### src/hdl/rpc_pkg.sv
// How it works
// - Control registers at 01h-18h, channels 1-24
// - Trunk code registers at 21h-38h, one each
// - Signaling trunk registers at 41h-58h, one each
// - Channel select works only when global select zero
// - Select 001 sends the channel trunk code
// - Select 010 sends the A-law milliwatt pattern
// - Select 011 sends the mu-law milliwatt pattern
// - Flips 000 pass; 001 flips bits 2,4,6,8
// - Flips 010 invert bits 3,5,7 only
// - Flips 011 invert bits 2 through 8
// - Flips 100 invert the MSB only
// - Flips 101 invert MSB plus even bits
// - Flips 110 invert bits 1,3,5,7
// - Flips 111 invert all eight bits
// - Clock blanking needs master mode and enable bit
// - No blanking controls set gives every pulse
// - LSB blanking drops the bit 8 pulse
// - Whole blanking drops every pulse of channel
package rpc_pkg;
    // Channel count and register address space
    localparam int CH_NUM = 24;
    localparam int ADDR_W = 7;
    localparam logic [ADDR_W-1:0] CTRL_BASE = 7'h01;
    localparam logic [ADDR_W-1:0] CTRL_LAST = 7'h18;
    localparam logic [ADDR_W-1:0] TRUNK_BASE = 7'h21;
    localparam logic [ADDR_W-1:0] TRUNK_LAST = 7'h38;
    localparam logic [ADDR_W-1:0] SIG_BASE = 7'h41;
    localparam logic [ADDR_W-1:0] SIG_LAST = 7'h58;
    localparam logic [ADDR_W-1:0] GSEL_ADDR = 7'h60;
    localparam logic [ADDR_W-1:0] GCLK_ADDR = 7'h61;
    localparam logic [ADDR_W-1:0] STAT_ADDR = 7'h62;
    // Channel control field positions
    localparam int SEL_MSB = 7;
    localparam int SEL_LSB = 5;
    localparam int MSBF_BIT = 4;
    localparam int ODDF_BIT = 3;
    localparam int EVENF_BIT = 2;
    localparam int LSBG_BIT = 1;
    localparam int ALLG_BIT = 0;
    // Global clock control fields
    localparam int SLOT_CLK_EN_BIT = 0;
    localparam int MASTER_BIT = 1;
    // Replacement select codes
    localparam logic [2:0] SEL_NONE = 3'h0;
    localparam logic [2:0] SEL_TRUNK = 3'h1;
    localparam logic [2:0] SEL_ALAW = 3'h2;
    localparam logic [2:0] SEL_MULAW = 3'h3;
    // Inversion masks, bit 1 of the channel is data bit 7
    localparam logic [7:0] MASK_MSB = 8'h80;
    localparam logic [7:0] MASK_ODD = 8'h2a;
    localparam logic [7:0] MASK_EVEN = 8'h55;
    // Reset value and stored bits of signaling trunk register
    localparam logic [7:0] REG_RESET = 8'h00;
    localparam logic [7:0] SIG_MASK = 8'h5f;
    localparam logic [2:0] LAST_BIT = 3'h7;
    // Word passed through the buffer toward the backplane
    typedef struct packed {
        logic first;
        logic gapAll;
        logic gapLsb;
        logic [7:0] data;
    } rpc_word_t;
    // Serializer states
    typedef enum logic [1:0] {
        SER_IDLE = 2'b01,
        SER_SHIFT = 2'b10
    } rpc_ser_t;
endpackage

### src/hdl/rpc_top.sv
`timescale 1ns/1ps
// Word buffer between channel processing and the serializer
module rpc_fifo #(
    parameter int W = 11,
    parameter int D = 16
) (
    input wire logic clk,
    input wire logic rstn,
    input wire logic ce,
    input wire logic inValid,
    output logic inReady,
    input wire logic [W-1:0] inData,
    output logic outValid,
    input wire logic outReady,
    output logic [W-1:0] outData,
    output logic [$clog2(D):0] level
);
    // Pointer width and wrap points
    localparam int AW = $clog2(D);
    localparam logic [AW:0] FULL_CNT = (AW+1)'(D);
    localparam logic [AW-1:0] LAST_IDX = AW'(D-1);

    // Storage and indices
    logic [W-1:0] mem [D]; // Storage array
    logic [AW-1:0] wrPtr_r; // Write index
    logic [AW-1:0] rdPtr_r; // Read index
    logic [AW:0] cnt_r; // Words held
    logic [AW:0] cntNxt; // Next count, also feeds ready
    logic ready_r; // Registered not-full

    // Push and pop both qualified by clock enable
    wire push = ce && inValid && ready_r;
    wire pop = ce && outReady && (cnt_r != '0);

    // Count follows push and pop
    always_comb begin
        // Holds when both or neither move
        cntNxt = cnt_r;
        if (push && !pop) begin
            // One word in
            cntNxt = cnt_r + 1'b1;
        end else if (pop && !push) begin
            // One word out
            cntNxt = cnt_r - 1'b1;
        end
    end

    // Pointers and count
    always_ff @(posedge clk) begin
        if (!rstn) begin
            // Empty, and not ready until released
            wrPtr_r <= '0;
            rdPtr_r <= '0;
            cnt_r <= '0;
            ready_r <= 1'b0;
        end else if (ce) begin
            // Write index wraps at the last slot
            if (push) begin
                wrPtr_r <= (wrPtr_r == LAST_IDX) ? '0 : wrPtr_r + 1'b1;
            end
            // Read index wraps at the last slot
            if (pop) begin
                rdPtr_r <= (rdPtr_r == LAST_IDX) ? '0 : rdPtr_r + 1'b1;
            end
            // Ready drops once the last free slot fills
            cnt_r <= cntNxt;
            ready_r <= (cntNxt != FULL_CNT);
        end
    end

    // Data write, no reset: only written words are read
    always_ff @(posedge clk) begin
        if (push) begin
            mem[wrPtr_r] <= inData;
        end
    end

    // Head word shown while count is nonzero
    assign inReady = ready_r;
    assign outValid = (cnt_r != '0);
    assign outData = mem[rdPtr_r];
    assign level = cnt_r;
endmodule

// Receive payload control: substitution, inversion, clock blanking
module rpc_top #(
    parameter int DEPTH = 16,
    parameter logic [0:7][7:0] ALAW_SEQ = {8'h34, 8'h21, 8'h21, 8'h34,
        8'hb4, 8'ha1, 8'ha1, 8'hb4},
    parameter logic [0:7][7:0] MULAW_SEQ = {8'h1e, 8'h0b, 8'h0b, 8'h1e,
        8'h9e, 8'h8b, 8'h8b, 8'h9e}
) (
    input wire logic clk,
    input wire logic rstn,
    input wire logic ce,
    input wire logic [rpc_pkg::ADDR_W-1:0] regAddr,
    input wire logic [7:0] regWrData,
    input wire logic regWrStb,
    input wire logic regRdStb,
    output logic [7:0] regRdData,
    input wire logic inValid,
    output logic inReady,
    input wire logic [7:0] inData,
    input wire logic inFirst,
    input wire logic outReady,
    output logic outValid,
    output logic outBit,
    output logic outClk,
    output logic outFirst
);
    // Level width and wrap point of the channel count
    localparam int LW = $clog2(DEPTH) + 1;
    localparam logic [4:0] LAST_CH = 5'(rpc_pkg::CH_NUM - 1);

    // Address range check shared by read and write decode
    function automatic logic inRange(input logic [rpc_pkg::ADDR_W-1:0] a,
        input logic [rpc_pkg::ADDR_W-1:0] lo, input logic [rpc_pkg::ADDR_W-1:0] hi);
        // Both bounds inclusive
        inRange = (a >= lo) && (a <= hi);
    endfunction

    // Inversion mask from the three flip controls
    function automatic logic [7:0] flipMask(input logic m, input logic o, input logic e);
        // Masks combine by OR, so all eight settings come out
        flipMask = (m ? rpc_pkg::MASK_MSB : 8'h00) | (o ? rpc_pkg::MASK_ODD : 8'h00)
            | (e ? rpc_pkg::MASK_EVEN : 8'h00);
    endfunction

    // Register banks, one entry per channel
    logic [7:0] ctrl_r [rpc_pkg::CH_NUM]; // Channel control registers
    logic [7:0] trunk_r [rpc_pkg::CH_NUM]; // Data trunk codes
    logic [7:0] sig_r [rpc_pkg::CH_NUM]; // Signaling trunk codes
    // Global controls and bus answer
    logic [2:0] gsel_r; // Global replace select
    logic slotClkEn_r; // Per-slot clock control enable
    logic master_r; // Receive clock master mode
    logic [7:0] rdData_r; // Read answer
    // Stream position and buffer state
    logic [4:0] chan_r; // Last accepted channel
    logic [2:0] phase_r; // Milliwatt phase, advances per frame
    logic [LW-1:0] level; // Buffer fill level

    // Register decode
    wire hitCtrl = inRange(regAddr, rpc_pkg::CTRL_BASE, rpc_pkg::CTRL_LAST);
    wire hitTrunk = inRange(regAddr, rpc_pkg::TRUNK_BASE, rpc_pkg::TRUNK_LAST);
    wire hitSig = inRange(regAddr, rpc_pkg::SIG_BASE, rpc_pkg::SIG_LAST);
    // Index within a bank, used only on a hit
    wire [4:0] idxCtrl = 5'(regAddr - rpc_pkg::CTRL_BASE);
    wire [4:0] idxTrunk = 5'(regAddr - rpc_pkg::TRUNK_BASE);
    wire [4:0] idxSig = 5'(regAddr - rpc_pkg::SIG_BASE);
    // Global registers sit above the banks
    wire hitGsel = (regAddr == rpc_pkg::GSEL_ADDR);
    wire hitGclk = (regAddr == rpc_pkg::GCLK_ADDR);
    wire hitStat = (regAddr == rpc_pkg::STAT_ADDR);

    // Read selection, unmapped addresses answer zero
    wire [7:0] rdMux = hitCtrl ? ctrl_r[idxCtrl]
        : hitTrunk ? trunk_r[idxTrunk]
        : hitSig ? sig_r[idxSig]
        : hitGsel ? {5'h00, gsel_r}
        : hitGclk ? {6'h00, master_r, slotClkEn_r}
        : hitStat ? 8'(level)
        : 8'h00;

    // Per-channel register writes
    generate
        for (genvar c = 0; c < rpc_pkg::CH_NUM; c++) begin : gChan
            always_ff @(posedge clk) begin
                if (!rstn) begin
                    // All banks clear to zero
                    ctrl_r[c] <= rpc_pkg::REG_RESET;
                    trunk_r[c] <= rpc_pkg::REG_RESET;
                    sig_r[c] <= rpc_pkg::REG_RESET;
                end else if (ce && regWrStb) begin
                    // One address hits one channel only
                    if (hitCtrl && idxCtrl == 5'(c)) begin
                        ctrl_r[c] <= regWrData;
                    end
                    // Trunk code bank
                    if (hitTrunk && idxTrunk == 5'(c)) begin
                        trunk_r[c] <= regWrData;
                    end
                    // Signaling bank keeps its stored bits only
                    if (hitSig && idxSig == 5'(c)) begin
                        sig_r[c] <= regWrData & rpc_pkg::SIG_MASK;
                    end
                end
            end
        end
    endgenerate

    // Global registers and read answer one cycle after the strobe
    always_ff @(posedge clk) begin
        if (!rstn) begin
            // Globals clear, read answer idle
            gsel_r <= 3'h0;
            slotClkEn_r <= 1'b0;
            master_r <= 1'b0;
            rdData_r <= 8'h00;
        end else if (ce) begin
            // Global select, status writes fall through
            if (regWrStb && hitGsel) begin
                gsel_r <= regWrData[2:0];
            end
            // Clock mode bits
            if (regWrStb && hitGclk) begin
                slotClkEn_r <= regWrData[rpc_pkg::SLOT_CLK_EN_BIT];
                master_r <= regWrData[rpc_pkg::MASTER_BIT];
            end
            // Answer stands one cycle, then zero
            rdData_r <= regRdStb ? rdMux : 8'h00;
        end
    end

    // Channel position of the incoming byte
    wire inReadyW;
    wire accept = ce && inValid && inReadyW;
    // Frame start forces channel one, otherwise wrap after the last
    wire [4:0] chanNow = inFirst ? 5'h00 : ((chan_r == LAST_CH) ? 5'h00 : chan_r + 1'b1);
    wire [7:0] chCtrl = ctrl_r[chanNow];
    // A frame start byte already uses the next phase
    wire [2:0] phaseNow = inFirst ? phase_r + 1'b1 : phase_r;

    // Effective select: global code overrides channel code
    // Channel code counts only while the global code is zero
    wire [2:0] chSel = chCtrl[rpc_pkg::SEL_MSB:rpc_pkg::SEL_LSB];
    wire [2:0] effSel = (gsel_r != rpc_pkg::SEL_NONE) ? gsel_r : chSel;

    // Replacement; reserved codes pass data through
    wire [7:0] substData = (effSel == rpc_pkg::SEL_TRUNK) ? trunk_r[chanNow]
        : (effSel == rpc_pkg::SEL_ALAW) ? ALAW_SEQ[phaseNow]
        : (effSel == rpc_pkg::SEL_MULAW) ? MULAW_SEQ[phaseNow]
        : inData;

    // Inversion mask, covers all eight flip settings
    // Applied after substitution, to replaced data as well
    wire [7:0] invMask = flipMask(chCtrl[rpc_pkg::MSBF_BIT], chCtrl[rpc_pkg::ODDF_BIT],
        chCtrl[rpc_pkg::EVENF_BIT]);
    wire [7:0] procData = substData ^ invMask;

    // Blanking qualifies only in master mode with enable set
    wire gapOn = master_r && slotClkEn_r;
    wire gapAllW = gapOn && chCtrl[rpc_pkg::ALLG_BIT];
    wire gapLsbW = gapOn && chCtrl[rpc_pkg::LSBG_BIT] && !chCtrl[rpc_pkg::ALLG_BIT];

    // Processed byte travels with its blanking flags
    rpc_pkg::rpc_word_t inWord;
    assign inWord = '{first: inFirst, gapAll: gapAllW, gapLsb: gapLsbW, data: procData};

    // Channel counter and milliwatt phase
    always_ff @(posedge clk) begin
        if (!rstn) begin
            // Start at the last channel, first byte is one
            chan_r <= LAST_CH;
            phase_r <= 3'h0;
        end else if (accept) begin
            // Move only on an accepted byte
            chan_r <= chanNow;
            // Phase moves on at each frame start
            if (inFirst) begin
                phase_r <= phaseNow;
            end
        end
    end

    // Buffer toward the backplane
    // Head word and its valid flag
    rpc_pkg::rpc_word_t fWord;
    wire fValid;
    wire fPop;
    rpc_fifo #(.W($bits(rpc_pkg::rpc_word_t)), .D(DEPTH)) uFifo (
        .clk(clk),
        .rstn(rstn),
        .ce(ce),
        .inValid(inValid),
        .inReady(inReadyW),
        .inData(inWord),
        .outValid(fValid),
        .outReady(fPop),
        .outData(fWord),
        .level(level)
    );

    // Serializer state
    rpc_pkg::rpc_ser_t ser_r;
    rpc_pkg::rpc_ser_t serNxt;
    rpc_pkg::rpc_word_t cur_r; // Word being shifted
    logic [2:0] bit_r; // Index of bit on the line
    // Registered line outputs
    logic outValid_r;
    logic outBit_r;
    logic outClk_r;
    logic outFirst_r;

    // One bit slot per cycle with outReady; load at end of word
    wire atEnd = (ser_r == rpc_pkg::SER_IDLE) || (bit_r == rpc_pkg::LAST_BIT);
    // Pop only at a word end
    assign fPop = outReady && atEnd;
    wire load = fPop && fValid;
    // Mid word, each ready cycle moves one bit
    wire advance = outReady && !atEnd;
    // Load takes the head word, else keep the current one
    rpc_pkg::rpc_word_t nextWord;
    assign nextWord = load ? fWord : cur_r;
    wire [2:0] nextBit = load ? 3'h0 : bit_r + 1'b1;
    // MSB leaves the line first
    wire nextBitVal = nextWord.data[3'(rpc_pkg::LAST_BIT - nextBit)];
    // Blanked bits still take a slot, only the pulse is dropped
    wire nextPulse = !(nextWord.gapAll
        || (nextWord.gapLsb && nextBit == rpc_pkg::LAST_BIT));

    // Next serializer state
    always_comb begin
        serNxt = ser_r;
        unique case (ser_r)
            rpc_pkg::SER_IDLE: begin
                // Start as soon as a word is ready
                if (load) begin
                    serNxt = rpc_pkg::SER_SHIFT;
                end
            end
            rpc_pkg::SER_SHIFT: begin
                // Rest when the buffer runs dry at a word end
                if (outReady && atEnd && !fValid) begin
                    serNxt = rpc_pkg::SER_IDLE;
                end
            end
            default: begin
                // Illegal codes recover to idle
                serNxt = rpc_pkg::SER_IDLE;
            end
        endcase
    end

    // Line outputs, timing held for blanked bits
    always_ff @(posedge clk) begin
        if (!rstn) begin
            // Quiet line during reset
            ser_r <= rpc_pkg::SER_IDLE;
            cur_r <= '0;
            bit_r <= 3'h0;
            outValid_r <= 1'b0;
            outBit_r <= 1'b0;
            outClk_r <= 1'b0;
            outFirst_r <= 1'b0;
        end else if (ce) begin
            // State always follows
            ser_r <= serNxt;
            // Slot filled: bit and pulse flag for one cycle
            if (load || advance) begin
                cur_r <= nextWord;
                bit_r <= nextBit;
                outValid_r <= 1'b1;
                outBit_r <= nextBitVal;
                outClk_r <= nextPulse;
                outFirst_r <= nextWord.first && (nextBit == 3'h0);
            end else begin
                // No slot this cycle, line quiet
                outValid_r <= 1'b0;
                outClk_r <= 1'b0;
                outFirst_r <= 1'b0;
            end
        end
    end

    // Top outputs straight from flip-flops
    assign regRdData = rdData_r;
    assign inReady = inReadyW;
    assign outValid = outValid_r;
    assign outBit = outBit_r;
    assign outClk = outClk_r;
    assign outFirst = outFirst_r;
endmodule

### config.mk
export PLATFORM = sky130hd
export DESIGN_NAME = rpc_top
export DESIGN_NICKNAME = d
export VERILOG_FILES = /design/src/hdl/rpc_pkg.sv /design/src/hdl/rpc_top.sv
export SDC_FILE = /design/constraint.sdc
export NUM_CORES = 1
export LEC_CHECK = 0
export BUFFER_PORTS_ARGS = -buffer_cell sky130_fd_sc_hd__buf_2
export CAP_MARGIN = 20
export CORE_AREA = 2 2 332 334
export DETAILED_ROUTE_END_ITERATION = 8
export DIE_AREA = 0 0 334 336
export PLACE_DENSITY = 0.56
export SETUP_SLACK_MARGIN = 0.2
export SYNTH_ARGS = -nofsm -noshare
export SYNTH_HDL_FRONTEND = slang
export SYNTH_HIERARCHICAL = 1
export SYNTH_SLANG_ARGS = --single-unit
### constraint.sdc
create_clock -name clk -period 4.5 [get_ports clk]
set_input_delay 0.225 -clock clk [delete_from_list [all_inputs] [get_ports clk]]
set_output_delay 0.225 -clock clk [all_outputs]
set_load 0.05 [all_outputs]
==> impl_results.md <==
- Worst reg2reg path depth: 11
- Worst EP required: 4880 ps
- Drc violations: 0
- IO Pins: 44
- Count leader, synth: edfxtp_1
- Distinct cells, synth: 82
- Inserted Clock Buffers: 83
- Crit path max fanout: 34
- Asr flop ratio synth: 0%
- DRT Wirelength: 119,000 um
- WHS: 83.0 ps
- Fin crit share: 93.0%
- RSZ-0062 raised after global routing: no
- Setup TNS: 0 ps
- Fraction of layout cells with a size suffix above 1: 19.9%
- Mapped Cells: 2,954
- WHS Endpoint: gsel_r[0]
- GPL Wtd Cong: around 0.94
- Slew @ Worst Pin: 1130 ps
- Ant diodes: 0
- Number of fill cells: 10,039
- Clock root buffer: clkbuf_16
- Final nets: 3,080
- Area share of the largest cell type after synthesis: 55.9%
- Worst hold path class: in2reg
- Setup Viol. Count Final: 0
- Dpl hpwl: 82,600 um
- Multi-input gate area: 14,500 um2
- Hold depth: 2
- Maximum clock frequency: around 240 MHz
- Iter 0 DRT Violations: 3,012
- Period minus WS final: about 4200 ps
- CTS Sinks: 763
- Die Wd: between 300 and 400 um
- Startpoint Class: register
- Commonest cells in the synthesized netlist: edfxtp_1 (704), and2_1 (408), nand2_1 (329), nor2_1 (247), mux4_2 (213)
- Initial antenna violation count: 2
- Final Hold Viols: 0
- Power per cell area: 406 nW/um2
- Most used DFF post-synth: edfxtp_1
- First-pass GRT wire length: about 170,000 um
- Clk_lat worst skew: 670 ps
- TritonRoute pass-1 iters: 8
- Max-slew violation count: 0
- GR Overflow Total: 0
- Synth Warn #: 6
- Port-buffer cells: 43
- Max Cap Viol: 0
- CTS tree: built
- Area of the mapped netlist: 37,800 um2
- ANT nets after route: 0
- CP Capture Type: register
- Longest Clk Path Bufs: 3
- Cell taking the most area after synthesis: edfxtp_1
- Via density: 5.63
- CORE AREA: 108,000 um2
- Vias in the first global route: roughly 25,000
- Htree depth: 3
- Clock transition at path regs: approximately 60 ps
- EDFF count, synth: between 700 and 800
- GRT Total Usage: 21.1%
- Post-synthesis sequential area ratio: 59.0%
- WL/cell: 26.3 um
- RR Startpoint: chan_r[0]
- Crit Path Class: reg2reg
- Avg Cell Area, Syn: 12.8 um2
- Relative slew margins: between 20% and 30%
- Synth area leaders: edfxtp_1 (56%), mux4_2 (13%), and2_1 (6.7%)
- Die height: 336 um
- Status: finished clean
- Hold Path Origin: rstn
- # rows: approximately 120
- Leakage: 0.0146 uW
- FF+latch count, synth: 763
- Syn_nets: 3,001
- Die Area: 112,000 um2
- Vias: 25,391
- Largest net degree at the start of global routing: 73
- Worst clock skew: ~26 ps
- Area delta synth->final: 14.4%
- FF/Latch Area: 22,300 um2
- Dpl cell area: between 40,000 and 50,000 um2
- Initial core utilization: 34.9%
- Flop-to-flop setup slack: 310 ps
- Critical path arrival: 4570 ps
- Critical R2R Capture: uFifo/mem[9][4]
- Post-route cell area: roughly 43,000 um2
- Maximum VDD drop: 0.278 mV
## state kept, by name (all words and copies together) (netlist names), 3 cells and up, named ones only
name and flops:
bit_r 3, chan_r 5, ctrl_r 192, cur_r 11, gsel_r 3, phase_r 3, regRdData 8, sig_r 144
trunk_r 192, uFifo/level 5, uFifo/mem 176, uFifo/rdPtr_r 4, uFifo/wrPtr_r 4
## cell type report
cell class | instances | area share [%]
Tap cell | 1414 | 4.09
Clock inverter | 59 | 1.58
Sequential cell | 763 | 51.6
Multi-Input combinational cell | 1924 | 33.6
Inverter | 27 | 0.234
Timing Repair Buffer | 234 | 4.10
Clock buffer | 91 | 4.87
## placed cells by master (no fill, tap or decap), types with 56 or more instances in the layout
cell type,instances
a21oi_1,67
mux4_2,213
nand3_1,127
dfxtp_1,56
nand2_1,327
buf_4,172
and2_1,408
nor2_1,245
clkbuf_16,83
edfxtp_1,704
o21ai_0,120
## report_power, final
part           internal, uW  switching, uW  total, uW
clock network          4100           2960       7060
logic                   795           1320       2110
registers              8180            202       8380
## stage by stage
stage | cells | setup slack [ps] | total power [uW] | util, %
after detailed placement | 4351 | -34.7 | 10600 | 37.2
after floorplan | 2954 | 156 | 9670 | -
after CTS | 4503 | 288 | 17600 | 39.9
after global placement | 4347 | 50.3 | 10600 | 37.2
final | 4512 | 314 | 17600 | 39.9
after global routing | 4512 | 243 | 18100 | 39.9
## kinds of logic (layout without fill, tap and decap cells)
group | Yosys count | after routing | synth area share, %
xor+xnor | 23 | 23 | 0.532
mux | 264 | 264 | 14.1
flops | 763 | 763 | 59.0
compound gates | 388 | 388 | 6.63
buf+inv | 267 | 411 | 2.93
fa+ha+maj | 16 | 16 | 0.529
simple gates | 1233 | 1233 | 16.3
## worst max-delay path: stages (launching register included)
cell and delay (ps):
dfxtp_2 340, ha_1 300, and4b_1 390, nor2_4 610, buf_4 250, buf_12 190, a31oi_1 110, a211oi_1 290
a21oi_1 110, o21ai_1 810, xnor2_1 270, buf_4 250
## worst max path at each step
stage                    start  slack, ps              end
floorplan           regAddr[0]        160    ctrl_r[17][0]
global placement     chan_r[0]         50  uFifo/mem[4][5]
detailed placement   chan_r[0]        -30  uFifo/mem[6][5]
CTS                  chan_r[0]        290  uFifo/mem[8][5]
global route         chan_r[0]        240  uFifo/mem[4][6]
finish               chan_r[0]        310  uFifo/mem[9][4]
## repair_timing
item,CTS,global route
setup endpoints to repair,48,93
hold buffers,2,0
pin swaps,0,1
buffers inserted,0,3
resized for setup,3,4
endpoints found under the hold margin,7,0
## routing by layer
layer	part of all wire (%)	up-vias	GRT usage, %
met2	46	1259	33.6
met5	0.011	-	0
met3	9.1	190	4.68
met1	41	12783	28.6
li1	-	11157	-
met4	3.1	2	6.64
Power figures use the tool's default switching activity.
